**src/logic/rate_compare_regs.svh**
```systemverilog
`ifndef RATE_COMPARE_REGS_SVH
`define RATE_COMPARE_REGS_SVH

`define ADDR_W 4
`define BUF_DEPTH 16
`define RD_CLEAR_VAL 4'h0
`define WR_PRESET_VAL 4'hA
`define STUFF_NOMINAL 4'h8
`define STUFF_SPAN 4'h2
`define DRIFT_TOL_PPM 250
`define CORE_CLK_MHZ 10
`define TIMING_TIMEOUT_US 50000
`define ENABLE_TIMEOUT_US 500000
`define ACT_CNT_W 23
`define ACT_CHANNELS 2

`endif

```
**src/logic/rate_compare_pkg.sv**
```systemverilog
`default_nettype none
package rate_compare_pkg;
	typedef enum logic [1:0] {
		STUFF_NONE = 2'b00,
		STUFF_POS = 2'b01,
		STUFF_NEG = 2'b10,
		STUFF_OOT = 2'b11
	} stuff_cmd_e;

	typedef enum logic [1:0] {
		INIT_IDLE = 2'b00,
		INIT_CLR_RD = 2'b01,
		INIT_WAIT = 2'b10,
		INIT_PRESET = 2'b11
	} init_state_e;
endpackage
`default_nettype wire

```
**src/logic/pin_sync3.sv**
```systemverilog
`timescale 1ns/1ps
`default_nettype none
module pin_sync3 #(
	parameter int WIDTH = 1
) (
	input wire logic core_clk_i,
	input wire logic nrst_i,
	input wire logic [WIDTH-1:0] pin_i,
	output logic [WIDTH-1:0] level_o,
	output logic [WIDTH-1:0] rise_o
);
	logic [WIDTH-1:0] s1_q;
	logic [WIDTH-1:0] s2_q;
	logic [WIDTH-1:0] s3_q;
	logic [WIDTH-1:0] level_d;

	// A bit only moves once the second and third stages agree.
	assign level_d = (s3_q & ~(s2_q ^ s3_q)) | (level_o & (s2_q ^ s3_q));

	always_ff @(posedge core_clk_i or negedge nrst_i) begin
		if (!nrst_i) begin
			s1_q <= '0;
			s2_q <= '0;
			s3_q <= '0;
		end else begin
			s1_q <= pin_i;
			s2_q <= s1_q;
			s3_q <= s2_q;
		end
	end

	always_ff @(posedge core_clk_i or negedge nrst_i) begin
		if (!nrst_i) begin
			level_o <= '0;
			rise_o <= '0;
		end else begin
			level_o <= level_d;
			rise_o <= level_d & ~level_o;
		end
	end
endmodule
`default_nettype wire

```
**src/logic/transition_coder.sv**
```systemverilog
`timescale 1ns/1ps
`default_nettype none
module transition_coder (
	input wire logic core_clk_i,
	input wire logic nrst_i,
	input wire logic data_i,
	input wire logic timing_level_i,
	input wire logic tick_i,
	output logic code_o
);
	logic seen_q;
	logic sampled_q;
	logic half_q;
	logic bit2_q;
	logic bit3_q;
	logic [1:0] phase_q;

	// The half is taken from the timing level at the moment the data moves.
	always_ff @(posedge core_clk_i or negedge nrst_i) begin
		if (!nrst_i) begin
			seen_q <= 1'b0;
			half_q <= 1'b0;
		end else begin
			seen_q <= data_i;
			if (data_i != seen_q)
				half_q <= timing_level_i;
		end
	end

	always_ff @(posedge core_clk_i or negedge nrst_i) begin
		if (!nrst_i) begin
			sampled_q <= 1'b0;
			bit2_q <= 1'b0;
			bit3_q <= 1'b0;
			phase_q <= 2'h0;
			code_o <= 1'b0;
		end else if (tick_i) begin
			sampled_q <= data_i;
			if (phase_q == 2'h0 && data_i != sampled_q) begin
				code_o <= 1'b1;
				bit2_q <= half_q;
				bit3_q <= data_i;
				phase_q <= 2'h2;
			end else if (phase_q == 2'h2) begin
				code_o <= bit2_q;
				phase_q <= 2'h1;
			end else if (phase_q == 2'h1) begin
				code_o <= bit3_q;
				phase_q <= 2'h0;
			end else begin
				code_o <= 1'b0;
			end
		end
	end
endmodule
`default_nettype wire

```
**src/logic/elastic_buffer_rate_compare_diag.sv**
```systemverilog
// Functional notes
// - Absorb up to 250 ppm drift by detecting rate difference and compensating.
// - At word 24 bit 0 latch read address and raise load enable.
// - With load enable set, latch write address on next channel timing pulse.
// - Out-of-tolerance suppresses the read latch load and the load enable.
// - Difference is latched read address minus latched write address, four bits.
// - Offset above nominal gives positive stuff; below nominal gives negative stuff.
// - Offset beyond stuffing reach gives out-of-tolerance; an offset of exactly nominal gives nothing.
// - Out-of-tolerance restarts initialisation, which clears the read counter to zero.
// - Two clocks after the clear, preset write counter to ten, during word 24.
// - Keep nominal eight-count separation so read and write never share a cell.
// - Negative stuff command drives the active-low negative stuff request.
// - Word 24 puts card status on positive stuff line; else positive stuff.
// - Transition-encoding mode feeds a duplicate 3-bit code into diagnostic buffer.
// - Timing-recovery mode feeds second receiver data into diagnostic buffer.
// - Latched write equals live read with gated clock raises compare-enable.
// - On compare-enable, mismatched diagnostic and output bits flag an error.
// - Missing compare-enable pulses beyond the timeout flag an error.
// - Missing channel timing pulses beyond the timeout flag an error.
// - Disagreeing data from the two receivers flags an error.
// - Card error is the OR of four errors, reported during word 24.
// - Read counter steps per gated read clock; write counter per timing pulse.
`timescale 1ns/1ps
`default_nettype none
`include "rate_compare_regs.svh"
module elastic_buffer_rate_compare_diag
	import rate_compare_pkg::*;
#(
	parameter int unsigned TIMING_TIMEOUT_CYC =
		`TIMING_TIMEOUT_US * `CORE_CLK_MHZ,
	parameter int unsigned ENABLE_TIMEOUT_CYC =
		`ENABLE_TIMEOUT_US * `CORE_CLK_MHZ
) (
	input wire logic core_clk_i,
	input wire logic nrst_i,
	input wire logic chan_timing_i,
	input wire logic rx_data_a_i,
	input wire logic rx_data_b_i,
	input wire logic transition_encoding_mode_i,
	input wire logic word24_i,
	input wire logic word24_bit0_i,
	input wire logic gated_read_clock_i,
	input wire logic system_read_clock_i,
	output logic neg_stuff_request_n_o,
	output logic pos_stuff_request_n_o,
	output logic card_error_o,
	output logic data_out_o,
	output logic [`ADDR_W-1:0] read_addr_o,
	output logic [`ADDR_W-1:0] write_addr_o
);
	localparam int unsigned MAX_CYC = (1 << `ACT_CNT_W) - 1;

	if (TIMING_TIMEOUT_CYC == 0 || TIMING_TIMEOUT_CYC > MAX_CYC)
		$error("Timing timeout does not fit the activity counter.");
	if (ENABLE_TIMEOUT_CYC == 0 || ENABLE_TIMEOUT_CYC > MAX_CYC)
		$error("Enable timeout does not fit the activity counter.");

	logic [3:0] pin_level;
	logic [3:0] pin_rise;
	logic timing_level;
	logic timing_tick;
	logic rx_a;
	logic rx_b;
	logic te_mode;
	logic main_code;
	logic dup_code;

	logic [`ADDR_W-1:0] rd_q;
	logic [`ADDR_W-1:0] wr_q;
	logic [`ADDR_W-1:0] rd_latch_q;
	logic [`ADDR_W-1:0] wr_latch_q;
	logic [`ADDR_W-1:0] hold_addr_q;
	logic [`ADDR_W-1:0] diff;
	logic load_en_q;
	logic decode_go_q;
	stuff_cmd_e cmd_q;
	stuff_cmd_e cmd_d;
	logic oot_q;
	init_state_e init_q;

	logic [`BUF_DEPTH-1:0] main_mem_q;
	logic [`BUF_DEPTH-1:0] diag_mem_q;
	logic main_bit;
	logic diag_bit;
	logic gated_seen_q;
	logic cmp_en_q;
	logic cmp_pend_q;
	logic cmp_main_q;
	logic cmp_diag_q;
	logic data_err_q;
	logic rx_mis_q;
	logic [`ACT_CHANNELS-1:0] act_err;
	logic card_err_d;

	pin_sync3 #(
		.WIDTH(4)
	) u_sync (
		.core_clk_i(core_clk_i),
		.nrst_i(nrst_i),
		.pin_i({transition_encoding_mode_i, rx_data_b_i, rx_data_a_i,
			chan_timing_i}),
		.level_o(pin_level),
		.rise_o(pin_rise)
	);

	assign timing_level = pin_level[0];
	assign timing_tick = pin_rise[0];
	assign rx_a = pin_level[1];
	assign rx_b = pin_level[2];
	assign te_mode = pin_level[3];

	transition_coder u_main_coder (
		.core_clk_i(core_clk_i),
		.nrst_i(nrst_i),
		.data_i(rx_a),
		.timing_level_i(timing_level),
		.tick_i(timing_tick),
		.code_o(main_code)
	);

	// The duplicate coder sees the second receiver, so a receiver fault
	// shows up in the buffer compare as well as in the receiver compare.
	transition_coder u_dup_coder (
		.core_clk_i(core_clk_i),
		.nrst_i(nrst_i),
		.data_i(rx_b),
		.timing_level_i(timing_level),
		.tick_i(timing_tick),
		.code_o(dup_code)
	);

	assign main_bit = te_mode ? main_code : rx_a;
	assign diag_bit = te_mode ? dup_code : rx_b;

	// Counters. Initialisation wins over a counting pulse in the same cycle.
	always_ff @(posedge core_clk_i or negedge nrst_i) begin
		if (!nrst_i) begin
			rd_q <= `RD_CLEAR_VAL;
		end else if (init_q == INIT_CLR_RD) begin
			rd_q <= `RD_CLEAR_VAL;
		end else if (gated_read_clock_i) begin
			rd_q <= rd_q + 4'h1;
		end
	end

	always_ff @(posedge core_clk_i or negedge nrst_i) begin
		if (!nrst_i) begin
			wr_q <= `WR_PRESET_VAL;
		end else if (init_q == INIT_PRESET) begin
			wr_q <= `WR_PRESET_VAL;
		end else if (timing_tick) begin
			wr_q <= wr_q + 4'h1;
		end
	end

	always_ff @(posedge core_clk_i or negedge nrst_i) begin
		if (!nrst_i) begin
			main_mem_q <= '0;
			diag_mem_q <= '0;
		end else if (timing_tick) begin
			main_mem_q[wr_q] <= main_bit;
			diag_mem_q[wr_q] <= diag_bit;
		end
	end

	// Rate compare latches.
	always_ff @(posedge core_clk_i or negedge nrst_i) begin
		if (!nrst_i) begin
			rd_latch_q <= `RD_CLEAR_VAL;
			wr_latch_q <= `WR_PRESET_VAL;
			load_en_q <= 1'b0;
			decode_go_q <= 1'b0;
		end else begin
			decode_go_q <= 1'b0;
			if (word24_bit0_i && !oot_q) begin
				rd_latch_q <= rd_q;
				load_en_q <= 1'b1;
			end else if (load_en_q && oot_q) begin
				load_en_q <= 1'b0;
			end else if (load_en_q && timing_tick) begin
				wr_latch_q <= wr_q;
				load_en_q <= 1'b0;
				decode_go_q <= 1'b1;
			end
		end
	end

	assign diff = rd_latch_q - wr_latch_q;

	// The window of two counts either side of nominal covers the drift
	// between compares; anything wider means the slip cannot be stuffed out.
	always_comb begin
		cmd_d = STUFF_OOT;
		if (diff == `STUFF_NOMINAL)
			cmd_d = STUFF_NONE;
		else if (diff > `STUFF_NOMINAL &&
				diff <= `STUFF_NOMINAL + `STUFF_SPAN)
			cmd_d = STUFF_POS;
		else if (diff < `STUFF_NOMINAL &&
				diff >= `STUFF_NOMINAL - `STUFF_SPAN)
			cmd_d = STUFF_NEG;
	end

	always_ff @(posedge core_clk_i or negedge nrst_i) begin
		if (!nrst_i)
			cmd_q <= STUFF_NONE;
		else if (decode_go_q)
			cmd_q <= cmd_d;
		else if (init_q == INIT_PRESET)
			cmd_q <= STUFF_NONE;
	end

	always_ff @(posedge core_clk_i or negedge nrst_i) begin
		if (!nrst_i)
			oot_q <= 1'b0;
		else if (decode_go_q && cmd_d == STUFF_OOT)
			oot_q <= 1'b1;
		else if (init_q == INIT_PRESET)
			oot_q <= 1'b0;
	end

	// Initialisation starts only inside word 24, as does the read latch load.
	always_ff @(posedge core_clk_i or negedge nrst_i) begin
		if (!nrst_i) begin
			init_q <= INIT_IDLE;
		end else begin
			unique case (init_q)
				INIT_IDLE: begin
					if (oot_q && word24_i)
						init_q <= INIT_CLR_RD;
				end
				INIT_CLR_RD: init_q <= INIT_WAIT;
				INIT_WAIT: init_q <= INIT_PRESET;
				INIT_PRESET: init_q <= INIT_IDLE;
			endcase
		end
	end

	// Output buffer and compare enable on the system read clock.
	always_ff @(posedge core_clk_i or negedge nrst_i) begin
		if (!nrst_i) begin
			hold_addr_q <= `RD_CLEAR_VAL;
			data_out_o <= 1'b0;
			gated_seen_q <= 1'b0;
			cmp_en_q <= 1'b0;
		end else begin
			cmp_en_q <= 1'b0;
			if (system_read_clock_i) begin
				hold_addr_q <= rd_q;
				data_out_o <= main_mem_q[hold_addr_q];
				gated_seen_q <= gated_read_clock_i;
				cmp_en_q <= (gated_seen_q || gated_read_clock_i) &&
					(wr_latch_q == rd_q);
			end else if (gated_read_clock_i) begin
				gated_seen_q <= 1'b1;
			end
		end
	end

	always_ff @(posedge core_clk_i or negedge nrst_i) begin
		if (!nrst_i) begin
			cmp_pend_q <= 1'b0;
			cmp_main_q <= 1'b0;
			cmp_diag_q <= 1'b0;
			data_err_q <= 1'b0;
		end else begin
			cmp_pend_q <= cmp_en_q;
			if (cmp_en_q) begin
				cmp_main_q <= main_mem_q[wr_latch_q];
				cmp_diag_q <= diag_mem_q[wr_latch_q];
			end
			if (cmp_pend_q)
				data_err_q <= cmp_main_q != cmp_diag_q;
		end
	end

	always_ff @(posedge core_clk_i or negedge nrst_i) begin
		if (!nrst_i)
			rx_mis_q <= 1'b0;
		else
			rx_mis_q <= rx_a != rx_b;
	end

	// Index 0 watches compare enables, index 1 watches timing pulses.
	for (genvar g = 0; g < `ACT_CHANNELS; g++) begin : g_act
		localparam int unsigned TMO =
			(g == 0) ? ENABLE_TIMEOUT_CYC : TIMING_TIMEOUT_CYC;
		logic [`ACT_CNT_W-1:0] cnt_q;
		logic reload;

		assign reload = (g == 0) ? cmp_en_q : timing_tick;

		always_ff @(posedge core_clk_i or negedge nrst_i) begin
			if (!nrst_i)
				cnt_q <= `ACT_CNT_W'(TMO);
			else if (reload)
				cnt_q <= `ACT_CNT_W'(TMO);
			else if (cnt_q != '0)
				cnt_q <= cnt_q - 1'b1;
		end

		assign act_err[g] = cnt_q == '0;
	end

	assign card_err_d = data_err_q | rx_mis_q | (|act_err);

	always_ff @(posedge core_clk_i or negedge nrst_i) begin
		if (!nrst_i) begin
			card_error_o <= 1'b0;
			neg_stuff_request_n_o <= 1'b1;
			pos_stuff_request_n_o <= 1'b1;
		end else begin
			card_error_o <= card_err_d;
			neg_stuff_request_n_o <= cmd_q != STUFF_NEG;
			if (word24_i)
				pos_stuff_request_n_o <= !card_err_d;
			else
				pos_stuff_request_n_o <= cmd_q != STUFF_POS;
		end
	end

	always_ff @(posedge core_clk_i or negedge nrst_i) begin
		if (!nrst_i) begin
			read_addr_o <= `RD_CLEAR_VAL;
			write_addr_o <= `WR_PRESET_VAL;
		end else begin
			read_addr_o <= rd_q;
			write_addr_o <= wr_q;
		end
	end
endmodule
`default_nettype wire

```
**config.mk**
```make
export PLATFORM = sky130hd
export DESIGN_NAME = elastic_buffer_rate_compare_diag
export DESIGN_NICKNAME = d
export VERILOG_FILES = /design/src/logic/rate_compare_pkg.sv /design/src/logic/pin_sync3.sv /design/src/logic/transition_coder.sv /design/src/logic/elastic_buffer_rate_compare_diag.sv
export VERILOG_INCLUDE_DIRS = /design/src /design/src/logic
export SDC_FILE = /design/constraint.sdc
export NUM_CORES = 1
export LEC_CHECK = 0
export ABC_AREA = 1
export BUFFER_PORTS_ARGS = -buffer_cell sky130_fd_sc_hd__buf_2
export CAP_MARGIN = 20
export CORE_MARGIN = 2
export CORE_UTILIZATION = 35
export DETAILED_ROUTE_END_ITERATION = 8
export MAX_ROUTING_LAYER = met4
export PLACE_DENSITY_LB_ADDON = 0.08
export SLEW_MARGIN = 20
export SYNTH_ARGS = -nofsm -noshare
export SYNTH_HDL_FRONTEND = slang
export SYNTH_SLANG_ARGS = --single-unit
```
**constraint.sdc**
```tcl
create_clock -name core_clk_i -period 5.8 [get_ports core_clk_i]
set_clock_uncertainty 0.1 [all_clocks]
set_input_delay 0 -clock core_clk_i [delete_from_list [all_inputs] [get_ports core_clk_i]]
set_output_delay 0 -clock core_clk_i [all_outputs]
set_load 0.05 [all_outputs]
```
# ---- Yosys cells after proc, flatten, opt, wreduce, memory -nomap -nowiden
# Index checks and enable logic that the tools add are counted.
# W data, S select, Z words.
dict set report totals {
  register_bits 157
  inputBits 10
  out_inout_bits 12
}
dict set report op_classes {
  addsub 5
  n_lt_le_gt_ge 8
  eq_ne 19
  n_mux 51
  n_bitwise 11
  n_reduce_logical 37
}
# cell n
set ops {}
lappend ops {{$mux W23} 4}
lappend ops {{$logic_not A23 Y1} 2}
lappend ops {{$reduce_bool A23 Y1} 2}
lappend ops {{$sub A23 B1 Y23 const B} 2}
lappend ops {{$bwmux W16} 2}
lappend ops {{$mux W1} 25}
lappend ops {{$mux W2} 11}
lappend ops {{$mux W4} 4}
lappend ops {{$lt A4 B5 Y1 const B} 3}
lappend ops {{$reduce_bool A2 Y1} 7}
lappend ops {{$bmux W1 S4} 3}
lappend ops {{$logic_and A1 B1 Y1} 11}
lappend ops {{$eq A2 B2 Y1 const B} 5}
lappend ops {{$reduce_bool A3 Y1} 3}
lappend ops {{$add A4 B1 Y4 const B} 2}
lappend ops {{$and A4 B4 Y4} 2}
lappend ops {{$pmux W2 S4} 1}
lappend ops {{$reduce_and A2 Y1} 4}
lappend ops {{$eq A2 B1 Y1 const B} 3}
lappend ops {{$logic_not A2 Y1} 3}
lappend ops {{$ne A1 B1 Y1} 6}
lappend ops {{$demux W1 S4} 1}
lappend ops {{$eq A4 B4 Y1} 1}
lappend ops {{$eq A4 B4 Y1 const B} 1}
lappend ops {{other kinds (18)} 23}

# ---- Logic depth before layout (Yosys ltp)
# Gate-level depths: netlist (run 1).
dict set report depth {
  ltp_word 9
  depth_mapped 11
  mapped_depth_nobuf 10
}

# ---- Cells and area by module
# From an unflattened synthesis (run 1), not the netlist that was laid out.
dict set report hier_totals {
  cells_unflattened 942
  area_unflattened_um2 8002.7
}
# mod n_inst cells_each area_per_inst_um2 seq_area_each_um2
set by_module_without_submodules {}
lappend by_module_without_submodules {elastic_buffer_rate_compare_diag 1 814 6670.1 3131.8}
lappend by_module_without_submodules {transition_coder 2 42 362.8 200.2}
lappend by_module_without_submodules {pin_sync3 1 44 606.8 500.5}

# ---- Least setup slack after synthesis (run 1)
# OpenSTA, ideal clock, no wires.
dict set report synth_path {
  path_kind {register to register}
  startpoint {register wr_latch_q[1]}
  endpoint {register oot_q}
  arrival_ps 1786
  required_time_ps 5635
  path_slack_ps 3849
  path_stages_with_launch 9
  n_path_buf 1
  period_less_slack_ps 1951
  cell_sequence {dfstp_2 > buf_2 > inv_2 > fa_1 > inv_1 > or2_2 > nand3_1 > nand3_1 > nand2_1}
}
dict set report synth_between {
  elab_chain_len 9
  word_cells_on_any_way 15
  cone_classes {1 x add/sub; 4 x order compare; 2 x eq/ne; 4 x mux; 4 x reduce/logical}
}
# element line_no
set synth_lines {}
lappend synth_lines {{from (decl)} elastic_buffer_rate_compare_diag.sv:71} ;# logic [`ADDR_W-1:0] wr_latch_q;
lappend synth_lines {{from (signal assigned)} elastic_buffer_rate_compare_diag.sv:170} ;# wr_latch_q <= `WR_PRESET_VAL;
lappend synth_lines {{from (signal assigned)} elastic_buffer_rate_compare_diag.sv:181} ;# wr_latch_q <= wr_q;
lappend synth_lines {{$sub A4 B4 Y4 (*)} elastic_buffer_rate_compare_diag.sv:188} ;# assign diff = rd_latch_q - wr_latch_q;
lappend synth_lines {{$lt A4 B4 Y1 (no source line) / $ge A4 B3 Y1 (equally long branches)} --}
lappend synth_lines {{$logic_and A1 B1 Y1 (no source line)} --}
lappend synth_lines {{$mux W1} elastic_buffer_rate_compare_diag.sv:199} ;# else if (diff < `STUFF_NOMINAL &&
lappend synth_lines {{$mux W2} elastic_buffer_rate_compare_diag.sv:196} ;# else if (diff > `STUFF_NOMINAL &&
lappend synth_lines {{$mux W2 (*)} elastic_buffer_rate_compare_diag.sv:194} ;# if (diff == `STUFF_NOMINAL)
lappend synth_lines {{$eq A2 B2 Y1 (*)} elastic_buffer_rate_compare_diag.sv:216} ;# else if (decode_go_q && cmd_d == STUFF_OOT)
lappend synth_lines {{$logic_and A1 B1 Y1 (*)} elastic_buffer_rate_compare_diag.sv:216}
lappend synth_lines {{$mux W1 / $reduce_bool A2 Y1 (equally long branches)} --}
lappend synth_lines {{to (signal assigned)} elastic_buffer_rate_compare_diag.sv:215} ;# oot_q <= 1'b0;
lappend synth_lines {{to (signal assigned)} elastic_buffer_rate_compare_diag.sv:217} ;# oot_q <= 1'b1;
lappend synth_lines {{to (signal assigned)} elastic_buffer_rate_compare_diag.sv:219} ;# oot_q <= 1'b0;
lappend synth_lines {{to (decl)} elastic_buffer_rate_compare_diag.sv:78} ;# logic oot_q;
# Mark *: on every way between the ends. The rest lies on a longest branch, timed or not.
# A chain may end at the register's enable or synchronous reset.

# ---- Worst setup path in the final report (run 1)
dict set report layout_path {
  startpoint {register wr_latch_q[0]}
  endpoint {register oot_q}
}
# Same word-level chain as after synthesis.

==> results.yml, run 1 <==
clocking:
  clk_path_buf_depth: 2
  numCtsBuffers: 17
  clock-sinks: 157
  clk_pin_slew_worst_paths_ns: 0.08
  clk_latency_ns: 0.43
  cts_resized: 0
  hold_buffers: 9
  cts_setup_buffers: 0
  tritoncts: "yes"
  htreeDepth: 4
  cts_root_buf: "clkbuf_16"
timing:
  setup_viol: 0
  fmax_mhz: 443
  period_share_pct: 38.9
  slew_headroom_pct: 42.0
  rsz0062_at_grt: "no"
  worst_pin_slew_ns: 0.870
  period_needed_ns: 2.26
  hold_viol_final: 0
  fin_tns_setup_ns: 0
  maxSlewViolCount: 0
worst_setup_path:
  path_cells: "ha_1 > inv_1 > fa_1 > inv_1 > or2_2 > nand3_1 > nand3_1 > nand2_1"
  reg2reg_from: "wr_latch_q[0]$_DFFE_PN0P_"
  r2r_slack_ns: 3.54
  cp_slowest_stage_delay_ns: 0.76
  cp_top_family: "flip-flops"
  rr_endpoint: "oot_q$_DFFE_PN0P_"
  cp-start-kind: "flip-flop"
  cp_num_buf_inv: 2
  required_ns: 6.06
  path_class: "reg2reg"
  endpoint_kind: "flip-flop"
  cp_slowest_cell: "dfrtp_1"
  worstPathMaxFanout: 20
  worst_ep_arrival_time_ns: 2.52
  reg2regPathDepth: 8
global_route:
  grt_pass1_vias: 5910
  use_met3_pct: 2.86
  busiest_layer: "met2"
  gr-usage-met1_pct: 22.4
  gr-total-overflow: 0
  grtUsageTotal_pct: 16.6
  grt_max_degree: 94
  antenna_found_initial: 0
  grt_pass1_wl_um: 30500
  groute.layer.met2.usage_pct: 26.1
logic_synthesis:
  synthDistinctLibCells: 44
  synth_top_area_share_pct: 43.0
  yosysWarnings: 0
  syn_area_per_cell_um2: 8.70
  netlist_top_cells_area: "dfrtp_1 43%, nand2_1 10%, dfstp_2 7.8%, nand3_1 6.2%, nor2_1 4.9%"
  netlist_area_um2: 7800
  syn_inst: 896
  yosysSeqAreaShare_pct: 50.8
  synth-seq-cells: 157
  syn_nets: 928
  yosys.area.top_type: "dfrtp_1"
pwr:
  p_per_area_nw_per_um2: 493
  ir_drop_mv: 0.189
  p_leak_nw: 4.12
job:
  maxCapViolCount: 0
outcome:
  outcome: "finished clean"
route:
  antenna_left: 0
  drc: 0
  drt_first_pass_iters: 4
  wirelength_um: 17700
  via_count: 5816
  vias_per_cell: 4.76
  drt-initial-drc-count: 304
  wl_per_cell_um: 14.5
die:
  io_pins: 22
  die_y_um: 153
  fp.dieW_um: 153
  initial_utilization_pct: 35.7
  num_rows: 54
  design.die.area_um2: 23500
  core-area_um2: 21800
place:
  gp_congestion: 0.805
  dp_hpwl_um: 12500
  io_buffer_count: 21
hold_path:
  hold_path.class: "in2async"
cells_and_area:
  fin_nets: 962
  diodes: 0
  area_delta_synth_final_pct: 13.9
  drive_gt1_share_pct: 17.2
  utilization_pct: 40.7
  final_cell_mix: "211 x nand2_1, 134 x dfrtp_1, 101 x nor2_1, 96 x nand3_1, 78 x inv_1"
  layout_commonest_cell: "nand2_1"
==> sequential cells by signal, summed over array words and instances (netlist names), 2 cells and up, named ones only <==
name                  count
g_act.cnt_q              46
diag_mem_q               16
main_mem_q               16
hold_addr_q               4
rd_latch_q                4
rd_q                      4
read_addr_o               4
u_sync.s1_q               4
u_sync.s2_q               4
u_sync.s3_q               4
wr_latch_q                4
wr_q                      4
write_addr_o              4
cmd_q                     2
init_q                    2
u_dup_coder.phase_q       2
u_main_coder.phase_q      2
==> worst max path at each step <==
stage                                    startpoint                   end  slack, ns  cells after the start
after floorplan           wr_latch_q[1]$_DFFE_PN1P_     oot_q$_DFFE_PN0P_       3.85                      8
after global placement    wr_latch_q[0]$_DFFE_PN0P_     oot_q$_DFFE_PN0P_       3.56                      8
after detailed placement  wr_latch_q[0]$_DFFE_PN0P_  cmd_q[0]$_DFFE_PN0P_       3.55                      8
after CTS                 wr_latch_q[0]$_DFFE_PN0P_  cmd_q[0]$_DFFE_PN0P_       3.54                      8
after global routing      wr_latch_q[0]$_DFFE_PN0P_  cmd_q[0]$_DFFE_PN0P_       3.31                      8
final                     wr_latch_q[0]$_DFFE_PN0P_     oot_q$_DFFE_PN0P_       3.54                      8
==> cell families (layout without fill, tap and decap cells) <==
family          count (synthesis)  count (layout)  share of synthesized area, %
xor+xnor                        9               9                          1.01
simple gates                  473             473                          27.4
flops                         157             157                          50.8
compound gates                 96              96                          6.84
mux                            32              32                          4.62
fa+ha+maj                      25              25                          4.01
buf+inv                       104             151                          5.34
==> cells in the mapped netlist <==
| library cell | instances |
|---|---|
| clkinv_1 | 2 |
| a211oi_1 | 1 |
| o211ai_1 | 1 |
| dfrtp_1 | 134 |
| o21ai_2 | 3 |
| inv_1 | 78 |
| nand3_2 | 2 |
| fa_1 | 1 |
| nand2_1 | 211 |
| inv_2 | 7 |
| maj3_1 | 3 |
| nand4_1 | 17 |
| buf_4 | 1 |
| o31ai_1 | 1 |
| a31o_2 | 1 |
| nor3_2 | 2 |
| o2111ai_1 | 1 |
| o21bai_1 | 2 |
| nand4_2 | 1 |
| o21ai_0 | 39 |
| nor3_1 | 4 |
| o311ai_0 | 1 |
| nor2_1 | 101 |
| ha_1 | 21 |
| nor2_4 | 5 |
| a21o_1 | 6 |
| nand3_1 | 96 |
| nand2_2 | 6 |
| o21ai_1 | 13 |
| xor2_1 | 5 |
| buf_6 | 1 |
| nor4_1 | 1 |
| nor2_8 | 1 |
| o21a_1 | 1 |
| dfstp_2 | 23 |
| mux2_2 | 32 |
| or2_2 | 7 |
| clkbuf_1 | 3 |
| a21oi_1 | 26 |
| nor2_2 | 15 |
| nand3b_1 | 2 |
| xnor2_1 | 4 |
| nand3_4 | 2 |
| buf_2 | 12 |
==> worst reg2reg max path, delay by kind of cell, from the launching register on <==
family        cells  cell delay [ns]
flops             1             0.76
fa+ha+maj         2             0.73
simple gates      4             0.50
buf+inv           2             0.11
==> layer usage <==
metal / up-vias / wire, um
met4: 0 / 225
met2: 45 / 8320
met3: 14 / 394
met5: - / 0
met1: 2763 / 8780
li1: 2994 / -
==> power breakdown <==
part | internal [mW] | total (mW) | switching, mW
registers | 1.48 | 1.83 | 0.353
clock network | 0.585 | 1.13 | 0.541
logic | 0.519 | 1.42 | 0.899
==> per-stage QoR <==
step           cell area, um2  hold WS, ns  total power, mW  setup slack [ns]  instances
2_1_floorplan            7800       -0.396             2.88              3.85        896
3_3_place_gp             8180      0.00756             3.28              3.56       1182
3_5_place_dp             8180      0.00965             3.29              3.55       1182
4_1_cts                  8880       0.0834             4.45              3.54       1223
5_1_grt                  8880       0.0878             4.75              3.31       1223
6_report                 8880       0.0809             4.38              3.54       1223
==> final cells by class <==
cell class	count	area [um2]
clock buffer	17	425
tap	280	350
inverter	87	327
clock inverter	15	185
sequential	157	3960
fill	2262	12900
timing repair buffer	32	216
multi-input combinational	635	3420
Note: power is estimated with default switching activity, not from simulation.
==> inputs of run 2 (changes only) <==
==> constraint.sdc (replaced) <==
create_clock -name core_clk_i -period 2.3 [get_ports core_clk_i]
set_clock_uncertainty 0.1 [all_clocks]
set_input_delay 0 -clock core_clk_i [delete_from_list [all_inputs] [get_ports core_clk_i]]
set_output_delay 0 -clock core_clk_i [all_outputs]
set_load 0.05 [all_outputs]
==> results.yml, run 2 (synthesized netlist as in run 1, its figures left out) <==
global_route:
  grt_pass1_vias: 5972
  grt_pass1_wl_um: 31100
  grtUsageTotal_pct: 16.9
  gr-total-overflow: 0
  grt_max_degree: 70
  antenna_found_initial: 0
pwr:
  switching_share_pct: 41.1
  p_per_area_nw_per_um2: 1240
  switching_power_mw: 4.60
  internal-power_mw: 6.59
  p_seq_share_pct: 40.3
  pwr-share-clk_pct: 25.9
  combPwrFrac_pct: 33.8
  ir_drop_mv: 0.427
  p_leak_nw: 4.19
timing:
  fin_ws_ns: 0.406
  worst_pin_slew_ns: 0.439
  fin_tns_setup_ns: 0
  hold_viol_final: 0
  fmax_mhz: 528
  slew_headroom_pct: 70.5
  maxSlewViolCount: 0
  period_share_pct: 82.3
  setup_viol: 0
  rsz0062_at_grt: "no"
  period_needed_ns: 1.89
route:
  wirelength_um: 18000
  drt-initial-drc-count: 366
  antenna_left: 0
  drc: 0
  vias_per_cell: 4.79
  drt_first_pass_iters: 5
  wl_per_cell_um: 14.6
  via_count: 5912
worst_setup_path:
  cp_slowest_cell: "dfrtp_1"
  cp_slowest_stage_delay_ns: 0.50
  worst_ep_arrival_time_ns: 2.11
  worstPathMaxFanout: 6
  endpoint_kind: "flip-flop"
  cp-start-kind: "flip-flop"
  path_cells: "inv_1 > ha_1 > a21oi_1 > nand3_1 > nand2_1 > nand3_1 > nand3_1 > nand2_1"
  reg2regPathDepth: 8
  path_common_cell: "nand3_1"
  path_class: "reg2reg"
  required_ns: 2.52
die:
  io_pins: 22
  die_y_um: 153
  core-area_um2: 21800
  num_rows: 54
  initial_utilization_pct: 35.7
  design.die.area_um2: 23500
  fp.dieW_um: 153
cells_and_area:
  reg.largest.list: "g_act.cnt_q: 46 flops, diag_mem_q: 16 flops, main_mem_q: 16 flops"
  largest_reg_flops: 46
  fin_nets: 973
  area_delta_synth_final_pct: 15.7
  largest-register: "g_act.cnt_q"
  diodes: 0
  layout_commonest_cell: "nand2_1"
  final_cell_mix: "211 x nand2_1, 134 x dfrtp_1, 101 x nor2_1, 96 x nand3_1, 78 x inv_1"
  drive_gt1_share_pct: 18.0
clocking:
  clock-sinks: 157
  hold_buffers: 11
  cts_root_buf: "clkbuf_16"
  cts_resized: 0
  tritoncts: "yes"
  numCtsBuffers: 17
  clk_pin_slew_worst_paths_ns: 0.08
  htreeDepth: 4
  cts_setup_buffers: 0
  clk_latency_ns: 0.43
  clk_path_buf_depth: 2
job:
  maxCapViolCount: 0
hold_path:
  hold_path.class: "in2reg"
  hold_depth: 2
place:
  gp_congestion: 0.841
  dp_hpwl_um: 12800
  pre_cts_ws_ns: 0.369
  io_buffer_count: 21
outcome:
  outcome: "finished clean"
[run 2: cell count changes in the layout (fill, tap and decap cells not counted), sizes merged]
cell	change
buf	+10
clkinv	+2
clkinvlp	-1
dlygate4sd3	+1
inv	-1
[run 2: power groups by stage]
stage,Combinational [mW],Clock (mW),Sequential [mW]
after floorplan,2.69,0,4.57
after CTS,3.82,2.99,4.53
after global placement,3.78,0,4.58
after detailed placement,3.80,0,4.56
final,3.78,2.90,4.52
after global routing,4.36,3.11,4.66
[run 2: metrics by stage]
stage / std cells / area (um2) / hold slack, ns / util [%] / power [mW]
final: 1234 / 9020 / 0.104 / 41.3 / 11.2
after global routing: 1234 / 9020 / 0.0841 / 41.3 / 12.1
after CTS: 1234 / 9020 / 0.0752 / 41.3 / 11.3
after detailed placement: 1191 / 8280 / -0.127 / 37.9 / 8.36
after global placement: 1191 / 8280 / -0.128 / 37.9 / 8.36
after floorplan: 896 / 7800 / -0.396 / - / 7.26
[run 2: path summary, 6_finish.rpt]
kind                                      startpoint                              to  slack (ns)
max in group asynchronous                     nrst_i  g_act[0].cnt_q[11]$_DFFE_PN1P_        1.03
min in group asynchronous                     nrst_i       main_mem_q[4]$_DFFE_PN0P_        0.41
setup / recovery           wr_latch_q[2]$_DFFE_PN0P_               oot_q$_DFFE_PN0P_        0.41
setup reg to reg           wr_latch_q[2]$_DFFE_PN0P_               oot_q$_DFFE_PN0P_        0.41
hold / removal                           rx_data_a_i        u_sync.s1_q[1]$_DFF_PN0_        0.10
hold reg to reg             u_sync.s1_q[1]$_DFF_PN0_        u_sync.s2_q[1]$_DFF_PN0_        0.26
[run 2: final cells by class]
| type | instances | area (um2) |
|---|---|---|
| Timing Repair Buffer | 43 | 339 |
| Clock inverter | 15 | 196 |
| Fill cell | 2167 | 12800 |
| Tap cell | 280 | 350 |
| Sequential cell | 157 | 3960 |
| Multi-Input combinational cell | 635 | 3420 |
| Inverter | 87 | 327 |
| Clock buffer | 17 | 425 |
[run 2: worst max-delay path, delay by kind of cell (launching register included)]
kind / cells / cell delay (ns)
AOI/OAI and AO/OA: 1 / 0.19
adders and majority gates: 1 / 0.36
buffers and inverters: 1 / 0.20
DFF: 1 / 0.50
and+or+nand+nor: 5 / 0.44
[run 2: per-layer routing]
metal	part of all wire (%)	global-route usage (%)
met2	48	26.7
met5	0	-
met1	50	22.6
met4	0.68	4.23
met3	2.0	2.98
